## src/qdc_map.svh

```systemverilog
// Constants of the quad converter serial control block.
// Assumes inclusion by bare name from the package and the design modules.
`ifndef QDC_MAP_SVH
`define QDC_MAP_SVH
`define QDC_CHANNELS 4
`define QDC_CODE_W 16
`define QDC_FRAME_BITS 32
`define QDC_CMD_MSB 27
`define QDC_CMD_LSB 24
`define QDC_ADDR_MSB 23
`define QDC_ADDR_LSB 20
`define QDC_DATA_MSB 19
`define QDC_DATA_LSB 4
`define QDC_PD_MSB 9
`define QDC_PD_LSB 8
`define QDC_CHAIN_BIT 1
`define QDC_CLRSEL_MSB 1
`define QDC_CLRSEL_LSB 0
`define QDC_CMD_WR_IN 4'h0
`define QDC_CMD_UPD 4'h1
`define QDC_CMD_WR_UPD_ALL 4'h2
`define QDC_CMD_WR_UPD 4'h3
`define QDC_CMD_POWER 4'h4
`define QDC_CMD_CLR_CODE 4'h5
`define QDC_CMD_SW_RESET 4'h7
`define QDC_CMD_CHAIN 4'h8
`define QDC_ADDR_ALL 4'hf
`define QDC_CODE_ZERO 16'h0000
`define QDC_CODE_MID 16'h8000
`define QDC_CODE_FULL 16'hffff
`define QDC_CLRSEL_RST 2'h0
`define QDC_CLRSEL_MID 2'h1
`define QDC_CLRSEL_FULL 2'h2
`define QDC_CLRSEL_NOP 2'h3
`define QDC_PD_RST 2'h0
`define QDC_CHAIN_RST 1'h0
`define QDC_POR_TIME_NS 50000
`define QDC_CLK_PERIOD_NS 40
`endif

```

## src/qdc_pkg.sv

```systemverilog
// Types shared by the quad converter serial control modules.
// Assumes the constant header is on the include path.
`include "qdc_map.svh"
package qdc_pkg;
	typedef enum logic {QDC_POR_RUN, QDC_POR_DONE} qdc_por_t;
	typedef logic [`QDC_CODE_W-1:0] qdc_code_t;
endpackage : qdc_pkg

```

## src/qdc_chan_if.sv

```systemverilog
// Bundle between the command decoder and the per-channel code registers.
// Assumes both ends run on the same clock.
`timescale 1ns/1ps
interface qdc_chan_if
#(
	parameter int CHANNELS = 4,
	parameter int CODE_W = 16
);
	logic [CHANNELS-1:0] wrInput;
	logic [CHANNELS-1:0] updDac;
	logic loadAll;
	logic clrLoad;
	logic defLoad;
	logic [CODE_W-1:0] dataIn;
	logic [CODE_W-1:0] clrCode;
	logic [CODE_W-1:0] defCode;
	logic [CHANNELS*CODE_W-1:0] dacCodes;
	modport ctrl (output wrInput, updDac, loadAll, clrLoad, defLoad, dataIn,
		clrCode, defCode, input dacCodes);
	modport regs (input wrInput, updDac, loadAll, clrLoad, defLoad, dataIn,
		clrCode, defCode, output dacCodes);
endinterface : qdc_chan_if

```

## src/qdc_sync2.sv

```systemverilog
// Two-stage synchroniser for pins from outside the system clock.
// Assumes each bit is an independent level.
`timescale 1ns/1ps
module qdc_sync2
	import qdc_pkg::*;
#(
	parameter int W = 1,
	parameter logic [W-1:0] INIT = '0
)(
	input wire logic clk_sys,
	input wire logic rst_b,
	input wire logic [W-1:0] d,
	output logic [W-1:0] q
);
	logic [W-1:0] meta_q;

	always_ff @(posedge clk_sys or negedge rst_b)
	begin
		if (!rst_b)
		begin
			meta_q <= INIT;
			q <= INIT;
		end
		else
		begin
			meta_q <= d;
			q <= meta_q;
		end
	end
endmodule : qdc_sync2

```

## src/qdc_chan_regs.sv

```systemverilog
// Input and converter code registers, one pair per channel.
// Assumes the decoder raises at most one load source per cycle of priority.
`timescale 1ns/1ps
module qdc_chan_regs
	import qdc_pkg::*;
#(
	parameter int CHANNELS = 4,
	parameter int CODE_W = 16
)(
	input wire logic clk_sys,
	input wire logic rst_b,
	qdc_chan_if.regs chan
);
	genvar g;
	generate
		for (g = 0; g < CHANNELS; g++)
		begin : g_ch
			logic [CODE_W-1:0] inCode_q;
			logic [CODE_W-1:0] dacCode_q;

			always_ff @(posedge clk_sys or negedge rst_b)
			begin
				if (!rst_b)
					inCode_q <= '0;
				else if (chan.defLoad)
					inCode_q <= chan.defCode;
				else if (chan.clrLoad)
					inCode_q <= chan.clrCode;
				else if (chan.wrInput[g])
					inCode_q <= chan.dataIn;
			end

			// Power-down never touches these, so a parked channel keeps
			// and still accepts its code.
			always_ff @(posedge clk_sys or negedge rst_b)
			begin
				if (!rst_b)
					dacCode_q <= '0;
				else if (chan.defLoad)
					dacCode_q <= chan.defCode;
				else if (chan.clrLoad)
					dacCode_q <= chan.clrCode;
				else if (chan.loadAll || chan.updDac[g])
					dacCode_q <= chan.wrInput[g] ? chan.dataIn : inCode_q;
			end

			assign chan.dacCodes[g*CODE_W +: CODE_W] = dacCode_q;
		end
	endgenerate
endmodule : qdc_chan_regs

```

## src/qdc_top.sv

```systemverilog
// Serial control core of a quad voltage-output converter.
// Assumes all pins are asynchronous to clk_sys and the serial clock runs
// at most one eighth of clk_sys.
//
// Operation
// - Command 1000 sets chain mode from bit 1; standalone after reset.
// - In chain mode bits shifted past 32 appear on the serial output.
// - Serial output changes on rising serial clock; far end samples falling.
// - Chained frame ended off a multiple of 32 is discarded unexecuted.
// - No shifting while frame sync is high.
// - Power-up loads defaults; codes zero or midscale per level pin.
// - Command 0111 returns the converter to its power-on code.
// - Load and clear pins are ignored during the power-on sequence.
// - Command 0100 takes power state from bits 9 and 8.
// - Power state goes only to channels selected by bits 3 to 0.
// - Powered-down channel keeps and still updates its converter code.
// - Clear falling edge loads clear code into all registers together.
// - Command 0101 stores clear select from bits 1 and 0.
// - Clear mode ends on the 32nd falling edge of the next write, or on its frame sync rising in chain mode.
// - Clear during a write aborts that write entirely.
// - Load held low: converter registers update on the 32nd falling edge, or on frame sync rising in chain mode.
// - Load low pulse copies input registers; plain writes leave converter registers unchanged.
// - Frame is MSB first: 4 spare, command, address, data.
// - Frame sync rising before 32nd edge changes nothing.
`timescale 1ns/1ps
`include "qdc_map.svh"
module qdc_top
	import qdc_pkg::*;
#(
	parameter int CHANNELS = `QDC_CHANNELS,
	parameter int CODE_W = `QDC_CODE_W,
	parameter int POR_CYCLES = `QDC_POR_TIME_NS / `QDC_CLK_PERIOD_NS
)(
	input wire logic clk_sys,
	input wire logic rst_b,
	input wire logic sclk,
	input wire logic frameSyncN,
	input wire logic din,
	input wire logic load_outputs_n,
	input wire logic async_clear_n,
	input wire logic porLevelSel,
	output logic sdo,
	output logic [CHANNELS*CODE_W-1:0] dacCodes,
	output logic [2*CHANNELS-1:0] pdModes,
	output logic chain_mode_enable,
	output logic [1:0] clearSel,
	output logic clearModeActive,
	output logic porBusy
);
	localparam int FB = `QDC_FRAME_BITS;
	localparam int PW = $clog2(POR_CYCLES + 1);

	generate
		if (CHANNELS != `QDC_CHANNELS || CODE_W != `QDC_CODE_W || POR_CYCLES < 1)
		begin : g_bad_cfg
			$error("qdc_top: unsupported channel count, code width or reset time");
		end
	endgenerate

	logic sclkS;
	logic syncS;
	logic dinS;
	logic loadS;
	logic clrS;
	logic levelS;

	// Every stage starts at the idle-high pin level, so the edge detectors
	// see no false serial clock edge right after reset.
	qdc_sync2 #(.W(6), .INIT(6'h3f)) u_sync (
		.clk_sys(clk_sys),
		.rst_b(rst_b),
		.d({sclk, frameSyncN, din, load_outputs_n, async_clear_n, porLevelSel}),
		.q({sclkS, syncS, dinS, loadS, clrS, levelS})
	);

	logic sclkD_q;
	logic syncD_q;
	logic loadD_q;
	logic clrD_q;

	always_ff @(posedge clk_sys or negedge rst_b)
	begin
		if (!rst_b)
		begin
			sclkD_q <= 1'b1;
			syncD_q <= 1'b1;
			loadD_q <= 1'b1;
			clrD_q <= 1'b1;
		end
		else
		begin
			sclkD_q <= sclkS;
			syncD_q <= syncS;
			loadD_q <= loadS;
			clrD_q <= clrS;
		end
	end

	logic sclkFall;
	logic sclkRise;
	logic syncFall;
	logic syncRise;
	logic loadFall;
	logic clrFall;
	assign sclkFall = sclkD_q & ~sclkS;
	assign sclkRise = ~sclkD_q & sclkS;
	assign syncFall = syncD_q & ~syncS;
	assign syncRise = ~syncD_q & syncS;
	assign loadFall = loadD_q & ~loadS;
	assign clrFall = clrD_q & ~clrS;

	// Power-on sequence.
	qdc_por_t porState_q;
	logic [PW-1:0] porCnt_q;
	logic porDone;
	assign porDone = (porState_q == QDC_POR_DONE);

	always_ff @(posedge clk_sys or negedge rst_b)
	begin
		if (!rst_b)
		begin
			porState_q <= QDC_POR_RUN;
			porCnt_q <= '0;
		end
		else
		begin
			case (porState_q)
				QDC_POR_RUN:
				begin
					porCnt_q <= PW'(porCnt_q + 1'b1);
					if (porCnt_q == PW'(POR_CYCLES - 1))
						porState_q <= QDC_POR_DONE;
				end
				QDC_POR_DONE:
					porCnt_q <= porCnt_q;
				default:
					porState_q <= QDC_POR_RUN;
			endcase
		end
	end

	always_ff @(posedge clk_sys or negedge rst_b)
	begin
		if (!rst_b)
			porBusy <= 1'b1;
		else
			porBusy <= ~porDone;
	end

	logic clrAccept;
	logic loadAccept;
	assign clrAccept = clrFall & porDone;
	assign loadAccept = loadFall & porDone;

	// Serial frame capture.
	logic [FB-1:0] shift_q;
	logic [4:0] bitCnt_q;
	logic wrap_q;
	logic outBit_q;
	logic abort_q;

	always_ff @(posedge clk_sys or negedge rst_b)
	begin
		if (!rst_b)
		begin
			shift_q <= '0;
			bitCnt_q <= '0;
			wrap_q <= 1'b0;
			outBit_q <= 1'b0;
		end
		else if (syncFall)
		begin
			bitCnt_q <= '0;
			wrap_q <= 1'b0;
		end
		else if (sclkFall && !syncS)
		begin
			shift_q <= {shift_q[FB-2:0], dinS};
			// The bit that now sits on top goes out next, so the next device
			// takes it on the same falling edge that pushes it out of here.
			outBit_q <= shift_q[FB-2];
			bitCnt_q <= 5'(bitCnt_q + 1'b1);
			if (bitCnt_q == 5'h1f)
				wrap_q <= 1'b1;
		end
	end

	always_ff @(posedge clk_sys or negedge rst_b)
	begin
		if (!rst_b)
			abort_q <= 1'b0;
		else if (clrAccept && !syncS)
			abort_q <= 1'b1;
		else if (syncFall)
			abort_q <= 1'b0;
	end

	// Serial output moves on rising serial clock edges in chain mode and is held low outside it.
	always_ff @(posedge clk_sys or negedge rst_b)
	begin
		if (!rst_b)
			sdo <= 1'b0;
		else if (!chain_mode_enable)
			sdo <= 1'b0;
		else if (sclkRise && !syncS)
			sdo <= outBit_q;
	end

	// Standalone frames act on the 32nd falling edge; chained frames wait
	// for frame sync to rise so that every device in the chain latches
	// together, and only a whole multiple of 32 counts.
	logic standExec;
	logic chainExec;
	assign standExec = sclkFall && !syncS && (bitCnt_q == 5'h1f) && !wrap_q
		&& !chain_mode_enable && !abort_q && !clrAccept && porDone;
	assign chainExec = syncRise && chain_mode_enable && wrap_q
		&& (bitCnt_q == 5'h00) && !abort_q && !clrAccept && porDone;

	logic execValid_q;
	logic [FB-1:0] execWord_q;

	always_ff @(posedge clk_sys or negedge rst_b)
	begin
		if (!rst_b)
		begin
			execValid_q <= 1'b0;
			execWord_q <= '0;
		end
		else
		begin
			execValid_q <= standExec | chainExec;
			if (standExec)
				execWord_q <= {shift_q[FB-2:0], dinS};
			else if (chainExec)
				execWord_q <= shift_q;
		end
	end

	logic [3:0] cmd;
	logic [3:0] addr;
	logic [CHANNELS-1:0] addrMask;
	logic swReset;
	assign cmd = execWord_q[`QDC_CMD_MSB:`QDC_CMD_LSB];
	assign addr = execWord_q[`QDC_ADDR_MSB:`QDC_ADDR_LSB];
	assign swReset = execValid_q && (cmd == `QDC_CMD_SW_RESET);

	always_comb
	begin
		addrMask = '0;
		if (addr == `QDC_ADDR_ALL)
			addrMask = '1;
		else if (addr < 4'(CHANNELS))
			addrMask[addr[1:0]] = 1'b1;
	end

	// Control registers.
	always_ff @(posedge clk_sys or negedge rst_b)
	begin
		if (!rst_b)
			chain_mode_enable <= `QDC_CHAIN_RST;
		else if (swReset)
			chain_mode_enable <= `QDC_CHAIN_RST;
		else if (execValid_q && cmd == `QDC_CMD_CHAIN)
			chain_mode_enable <= execWord_q[`QDC_CHAIN_BIT];
	end

	always_ff @(posedge clk_sys or negedge rst_b)
	begin
		if (!rst_b)
			clearSel <= `QDC_CLRSEL_RST;
		else if (swReset)
			clearSel <= `QDC_CLRSEL_RST;
		else if (execValid_q && cmd == `QDC_CMD_CLR_CODE)
			clearSel <= execWord_q[`QDC_CLRSEL_MSB:`QDC_CLRSEL_LSB];
	end

	genvar g;
	generate
		for (g = 0; g < CHANNELS; g++)
		begin : g_pd
			always_ff @(posedge clk_sys or negedge rst_b)
			begin
				if (!rst_b)
					pdModes[2*g +: 2] <= `QDC_PD_RST;
				else if (swReset)
					pdModes[2*g +: 2] <= `QDC_PD_RST;
				else if (execValid_q && cmd == `QDC_CMD_POWER && execWord_q[g])
					pdModes[2*g +: 2] <= execWord_q[`QDC_PD_MSB:`QDC_PD_LSB];
			end
		end
	endgenerate

	logic clrLoad;
	logic [CODE_W-1:0] clrCode;
	assign clrLoad = clrAccept && (clearSel != `QDC_CLRSEL_NOP);

	always_comb
	begin
		case (clearSel)
			`QDC_CLRSEL_MID: clrCode = `QDC_CODE_MID;
			`QDC_CLRSEL_FULL: clrCode = `QDC_CODE_FULL;
			default: clrCode = `QDC_CODE_ZERO;
		endcase
	end

	// A clear that lands with the ending write wins, so the mode stays set.
	always_ff @(posedge clk_sys or negedge rst_b)
	begin
		if (!rst_b)
			clearModeActive <= 1'b0;
		else if (clrLoad)
			clearModeActive <= 1'b1;
		else if (execValid_q)
			clearModeActive <= 1'b0;
	end

	// Command decode toward the channel registers.
	qdc_chan_if #(.CHANNELS(CHANNELS), .CODE_W(CODE_W)) chanBus ();

	logic syncLoad;
	assign syncLoad = ~loadS;

	always_comb
	begin
		chanBus.wrInput = '0;
		chanBus.updDac = '0;
		chanBus.loadAll = loadAccept;
		if (execValid_q)
		begin
			case (cmd)
				`QDC_CMD_WR_IN:
				begin
					chanBus.wrInput = addrMask;
					chanBus.updDac = syncLoad ? addrMask : '0;
				end
				`QDC_CMD_UPD:
					chanBus.updDac = addrMask;
				`QDC_CMD_WR_UPD_ALL:
				begin
					chanBus.wrInput = addrMask;
					chanBus.loadAll = 1'b1;
				end
				`QDC_CMD_WR_UPD:
				begin
					chanBus.wrInput = addrMask;
					chanBus.updDac = addrMask;
				end
				default:
					chanBus.wrInput = '0;
			endcase
		end
	end

	// Holding the level-select load through the whole power-on window means
	// the pin is sampled after reset release, never under reset.
	assign chanBus.defLoad = ~porDone | swReset;
	assign chanBus.defCode = levelS ? `QDC_CODE_MID : `QDC_CODE_ZERO;
	assign chanBus.clrLoad = clrLoad;
	assign chanBus.clrCode = clrCode;
	assign chanBus.dataIn = execWord_q[`QDC_DATA_MSB:`QDC_DATA_LSB];

	qdc_chan_regs #(.CHANNELS(CHANNELS), .CODE_W(CODE_W)) u_regs (
		.clk_sys(clk_sys),
		.rst_b(rst_b),
		.chan(chanBus.regs)
	);

	assign dacCodes = chanBus.dacCodes;
endmodule : qdc_top

```

## config.mk

```make
export PLATFORM = sky130hd
export DESIGN_NAME = qdc_top
export DESIGN_NICKNAME = d
export VERILOG_FILES = /design/src/qdc_pkg.sv /design/src/qdc_chan_if.sv /design/src/qdc_sync2.sv /design/src/qdc_chan_regs.sv /design/src/qdc_top.sv
export VERILOG_INCLUDE_DIRS = /design/src
export SDC_FILE = /design/constraint.sdc
export NUM_CORES = 1
export LEC_CHECK = 0
export ABC_CLOCK_PERIOD_IN_PS = 2300
export BUFFER_PORTS_ARGS = -buffer_cell sky130_fd_sc_hd__buf_2
export CAP_MARGIN = 40
export CORE_MARGIN = 8
export CORE_UTILIZATION = 50
export CTS_CLUSTER_DIAMETER = 120
export CTS_CLUSTER_SIZE = 16
export DETAILED_ROUTE_END_ITERATION = 8
export PLACE_DENSITY = 0.69
export SYNTH_ARGS = -nofsm -noshare
export SYNTH_HDL_FRONTEND = slang
export SYNTH_SLANG_ARGS = --single-unit
```

## constraint.sdc

```tcl
create_clock -name clk_sys -period 2.3 [get_ports clk_sys]
set_input_delay 0.345 -clock clk_sys [delete_from_list [all_inputs] [get_ports clk_sys]]
set_output_delay 0.345 -clock clk_sys [all_outputs]
set_load 0.01 [all_outputs]
```

Word-level counts from Yosys, hierarchy flattened. Cells that the tools add are included.

Output and inout port bits: 78. Bits in registers: 238.

Equality and inequality tests: 14. Muxes and demuxes: 65. Add/subtract/negate cells: 2. Bitwise gates (word level): 18. Order comparisons: 3. Reductions and logical operators: 55.

Operators by type and width (number): $mux 16 (25); $mux 28 (2); $pmux 16 s2 (1); $logic_and 1x1->1 (25); $mux 4 (6); $reduce_bool 2->1 (11); $mux 2 (10); $mux 1 (16); $eq 4x3->1 const B (3); $reduce_bool 3->1 (4); $add 11x1->11 const B (1); $eq 11x11->1 const B (1); $mux 11 (1); $mux 5 (2); $and 1x1->1 (8); $eq 4x2->1 const B (2); $eq 4x4->1 const B (2); $not 1->1 (8); $pmux 4 s2 (1); $add 5x1->5 const B (1); $eq 5x5->1 const B (1); $logic_not 1->1 (5); $logic_not 5->1 (1); $eq 4x1->1 const B (1); 14 further kinds (19).

Logic depth before layout (Yosys ltp).
Depth after elaboration: 13. Gate-level depth with buffers: 8. Depth with buffers taken out: 7.

Cells and area by module. From an unflattened synthesis, not the netlist that was laid out.

Cell total of the unflattened synthesis: 766. Area, all modules: 10557.6 um^2.

By module, submodules not included: qdc_chan_regs (sequential area each 3203.1 um^2, cells each 382, area each 5936.9 um^2, times used 1); qdc_top (sequential area each 2458.6 um^2, cells each 372, area each 4305.4 um^2, times used 1); qdc_sync2 (sequential area each 315.3 um^2, cells each 12, area each 315.3 um^2, times used 1).

Worst setup path after synthesis. OpenSTA, ideal clock, no wires.

Path type: register to register. From: register execWord_q[22]. To: register u_regs.g_ch[1].dacCode_q[5]. Buffers on the path: 2. Clock period less this slack: 2.035 ns. Setup slack: 0.265 ns. Arrival time: 1.911 ns. Cell stages (with the launch flop): 8. Setup time: 0.125 ns. Cells stage by stage: dfrtp_1 -> and4_1 -> buf_2 -> o211ai_2 -> buf_6 -> mux2i_1 -> o21ai_1 -> mux2_2.

Longest elaborated chain between the ends: 9. Elaborated cells on any way between the ends: 15. Classes of those cells: order compare (1); eq/ne (1); mux (11); reduce/logical (2).

Ends and longest elaborated chain: start, declared (line qdc_top.sv:220) `logic [FB-1:0] execWord_q;`; start signal, assigned (line qdc_top.sv:233) `execWord_q <= {shift_q[FB-2:0], dinS};`; start signal, assigned (line qdc_top.sv:235) `execWord_q <= shift_q;`; $lt 4x3->1 (line qdc_top.sv:252) `else if (addr < 4'(CHANNELS))`; $mux 4 (line qdc_top.sv:252); $mux 4 (*) (line qdc_top.sv:250) `` if (addr == `QDC_ADDR_ALL) ``; $mux 4 (line qdc_top.sv:330) `case (cmd)`; $mux 4 (line qdc_top.sv:328) `if (execValid_q)`; $mux 16; $mux 16 (line qdc_chan_regs.sv:43) `else if (chan.loadAll || chan.updDac[g])`; $mux 16 (line qdc_chan_regs.sv:41) `else if (chan.clrLoad)`; $mux 16 (line qdc_chan_regs.sv:39) `else if (chan.defLoad)`; end signal, assigned (line qdc_chan_regs.sv:40) `dacCode_q <= chan.defCode;`; end signal, assigned (line qdc_chan_regs.sv:42) `dacCode_q <= chan.clrCode;`; end signal, assigned (line qdc_chan_regs.sv:44) `dacCode_q <= chan.wrInput[g] ? chan.dataIn : inCode_q;`; end, declared (line qdc_chan_regs.sv:19) `logic [CODE_W-1:0] dacCode_q;`.

Mark *: on every way between the ends. The rest lies on a longest branch, timed or not. The select of a mux whose other input is x is not followed. A chain may end at the register's enable or synchronous reset.

Worst setup path after layout.
From: register execWord_q[26]. To: register u_regs.g_ch[1].dacCode_q[3].

Longest elaborated chain between the ends: 8. Elaborated cells on any way between the ends: 21. Classes of those cells: eq/ne (4); mux (10); bitwise (1); reduce/logical (6).

Ends and longest elaborated chain (line): $eq 4x2->1 or $logic_not 4->1 (tied branches) (qdc_top.sv:330); $reduce_or 3->1 (no source line); $mux 4 (qdc_top.sv:330); $mux 4 (qdc_top.sv:328); $mux 16; $mux 16 (qdc_chan_regs.sv:43); $mux 16 (qdc_chan_regs.sv:41); $mux 16 (qdc_chan_regs.sv:39).

Several ways; a longest one is shown, not always the timed one. The select of a mux whose other input is x is not followed.

==> flow_summary.ini <==
[global_routing]
grt-ovfl-total = 0
grt_max_degree = 74
first_global_vias = 6159
grt_pass1_wl_um = 33200
track_usage = 0.170
antenna_found_initial = 0

[routing]
firstDrtPassIters = 5
drt-total-wl_um = 20700
drt-initial-drc-count = 310
num_vias = 5948
viasPerCell = 5.48
ant_nets = 0
post_drt_wl_per_cell_um = 19.1
drt_drc_violations_left = 0

[hold_path]
hold_path_end = u_sync.q[5]
min_from = u_sync.meta_q[5]
hp-class = reg2reg
holdPathStages = 0

[setup_path]
reg2reg_slack_ns = 0.07
path_buf_inv = 3
crit_slowest_cell = dfrtp_1
worstPathRequired_ns = 2.67
worstReg2RegEnd = u_regs.g_ch[1].dacCode_q[3]
worst_setup_path_end_kind = flip-flop
path_class = reg2reg
cpPeakStageDelay_ns = 0.48
start_kind = flip-flop
reg2reg_depth = 8
cp_max_fo = 16
crit_family = buffers and inverters
crit_top_cell = buf_4
regToRegStartpoint = execWord_q[26]
path_cells = nor3b_4 -> buf_4 -> nor3b_4 -> a2111oi_4 -> buf_4 -> buf_4 -> o21ai_4 -> mux2_2
arrival_ns = 2.60

[yosys]
yosysSeqAreaShare = 0.611
syn_area_per_cell_um2 = 13.6
synth_most_common_cell = dfrtp_1
synth_nets = 734
async_flop_share = 1.00
synth_edf_count = 0
ys_types = 54
synthFlopType = dfrtp_1
synthCells = 719
syn_area_mm2 = 0.00978
synth.largest_area_cell = dfrtp_1
synth_commonest_cells = 221 x dfrtp_1, 93 x mux2_2, 71 x mux2i_1
yosys-top-cells-area = dfrtp_1 57%, mux2_2 11%, mux2i_1 7.3%, dfstp_2 4.6%, o21ai_0 2.7%
ys_seq_elements = 238
yosysWarnings = 0
synth_top_area_share = 0.566

[final_layout]
fin_util = 0.580
drive_gt1_frac = 0.315
final_cell_area_mm2 = 0.0112
diodes = 0
final_cells = 1085
regArea_mm2 = 0.00598
syn_to_final_growth_pct = 14.6
layout.nets = 830
n_fill_cell = 1526
multi_input_area_mm2 = 0.00357

[timing]
slew_violations = 0
rsz0062_at_grt = false
clock-skew-final_ns = 0.0113
period_share = 0.969
hold_viol_final = 0
holdWs_ns = 0.356
worst_slack_ns = 0.0711
tightest_slew_ns = 0.843
clock.fmax_mhz = 449
slew_headroom = 0.434
setup_tns_ns = 0
min_period_ns = 2.23
setup_viol = 0

[floorplanning]
die_x_um = 156
start_util = 0.506
num_rows = 51
die_y_um = 156
ios = 86
die_area_mm2 = 0.0243
coreArea_mm2 = 0.0193

[cts]
numCtsBuffers = 18
clock-sinks = 238
cts_tree = built
cts.htree.levels = 1
clock_latency_ns = 0.49
clockBufferDepth = 3
cts-root-buf = clkbuf_16
path_clk_slew_ns = 0.07

[placement]
gp_congestion = 0.777
port-buffer-count = 85
pre_cts_slack_ns = 0.0247
placedCellCount = 1051
hpwl_um = 13700
placed_area_mm2 = 0.0106

[power]
pwr_density_cell_mw_per_mm2 = 658
p_total_mw = 7.37
p_leak_nw = 5.73
irDropWorstVdd_uv = 415

[outcome]
status = completed

[job]
cap_viol_max_count = 0
-- per-layer routing --
metal  track usage  share of wire  vias to the layer above
met1         0.222           0.43                     3060
met2         0.292           0.50                      103
met3        0.0294          0.055                       18
met5             0              0                        -
met4        0.0402          0.013                        0
li1              -              -                     2767
-- worst register-to-register path, delay by kind of cell, from the launching register on --
kind	cells	cell delay [ns]
muxes	1	0.41
and+or+nand+nor	2	0.44
DFF	1	0.48
AOI/OAI and AO/OA	2	0.28
buffers and inverters	3	0.52
-- logic make-up after synthesis --
group                    share of synthesized area
flip-flops                                   0.611
XOR/XNOR                                   0.00985
AO/OA/AOI/OAI                                0.103
buffers and inverters                       0.0282
adder cells (fa/ha/maj)                    0.00896
AND/OR/NAND/NOR                             0.0545
multiplexers                                 0.184
-- worst max-delay path by stage --
stage,start,end,depth (start not counted)
5_1_grt,execWord_q[26],u_regs.g_ch[1].dacCode_q[10],8
4_1_cts,execWord_q[21],u_regs.g_ch[1].dacCode_q[0],4
3_5_place_dp,execWord_q[20],u_regs.g_ch[2].dacCode_q[7],4
2_1_floorplan,execWord_q[22],u_regs.g_ch[1].dacCode_q[5],7
6_report,execWord_q[26],u_regs.g_ch[1].dacCode_q[3],8
3_3_place_gp,execWord_q[23],u_regs.g_ch[1].dacCode_q[10],4
-- timing repair --
action	4_1_cts	5_1_grt
endpoints found under the setup margin	0	64
hold buffers	7	0
endpoints found under the hold margin	52	0
setup buffers	0	2
resized for setup	0	6
-- cell usage in the layout, fill, tap and decap left out, types with 2 or more instances in the layout --
cell           instances
a21oi_1               16
and3_1                 5
buf_12                 8
buf_2                 84
buf_4                 15
clkbuf_1               5
clkbuf_16             19
dfrtp_1              221
dfstp_2               17
dlygate4sd3_1          7
ha_1                   7
inv_1                  8
mux2_2                93
mux2_4                 3
mux2i_1               71
nand2_1               31
nand2b_1               2
nand3_1               10
nand3b_1               3
nand4_1                6
nor2_1                14
nor2b_1                3
nor3_1                 3
nor3b_4                2
nor4b_1                2
o211ai_4               2
o21a_1                24
o21ai_0               52
o21ai_1               22
o21ai_4                4
o22a_1                24
xnor2_1                9
xor2_1                 2
-- state kept, by name (all words and copies together) (netlist names), 2 cells and up --
signal / cells
u_regs.g_ch.inCode_q: 64
u_sync.q: 6
execWord_q: 28
clearSel: 2
pdModes: 8
u_regs.g_ch.dacCode_q: 64
u_sync.meta_q: 6
bitCnt_q: 5
porCnt_q: 11
shift_q: 31
-- report_power, final --
| part | switching [mW] | internal (mW) |
|---|---|---|
| Sequential | 0.0499 | 4.25 |
| Combinational | 0.113 | 0.0679 |
| Clock | 1.36 | 1.53 |
-- cell type report --
| class | count | area share |
|---|---|---|
| Tap cell | 265 | 0.0296 |
| Inverter | 10 | 0.00335 |
| Multi-Input combinational cell | 432 | 0.319 |
| Clock buffer | 25 | 0.0453 |
| Timing Repair Buffer | 115 | 0.0695 |
| Sequential cell | 238 | 0.533 |
Power figures use the tool's default switching activity.
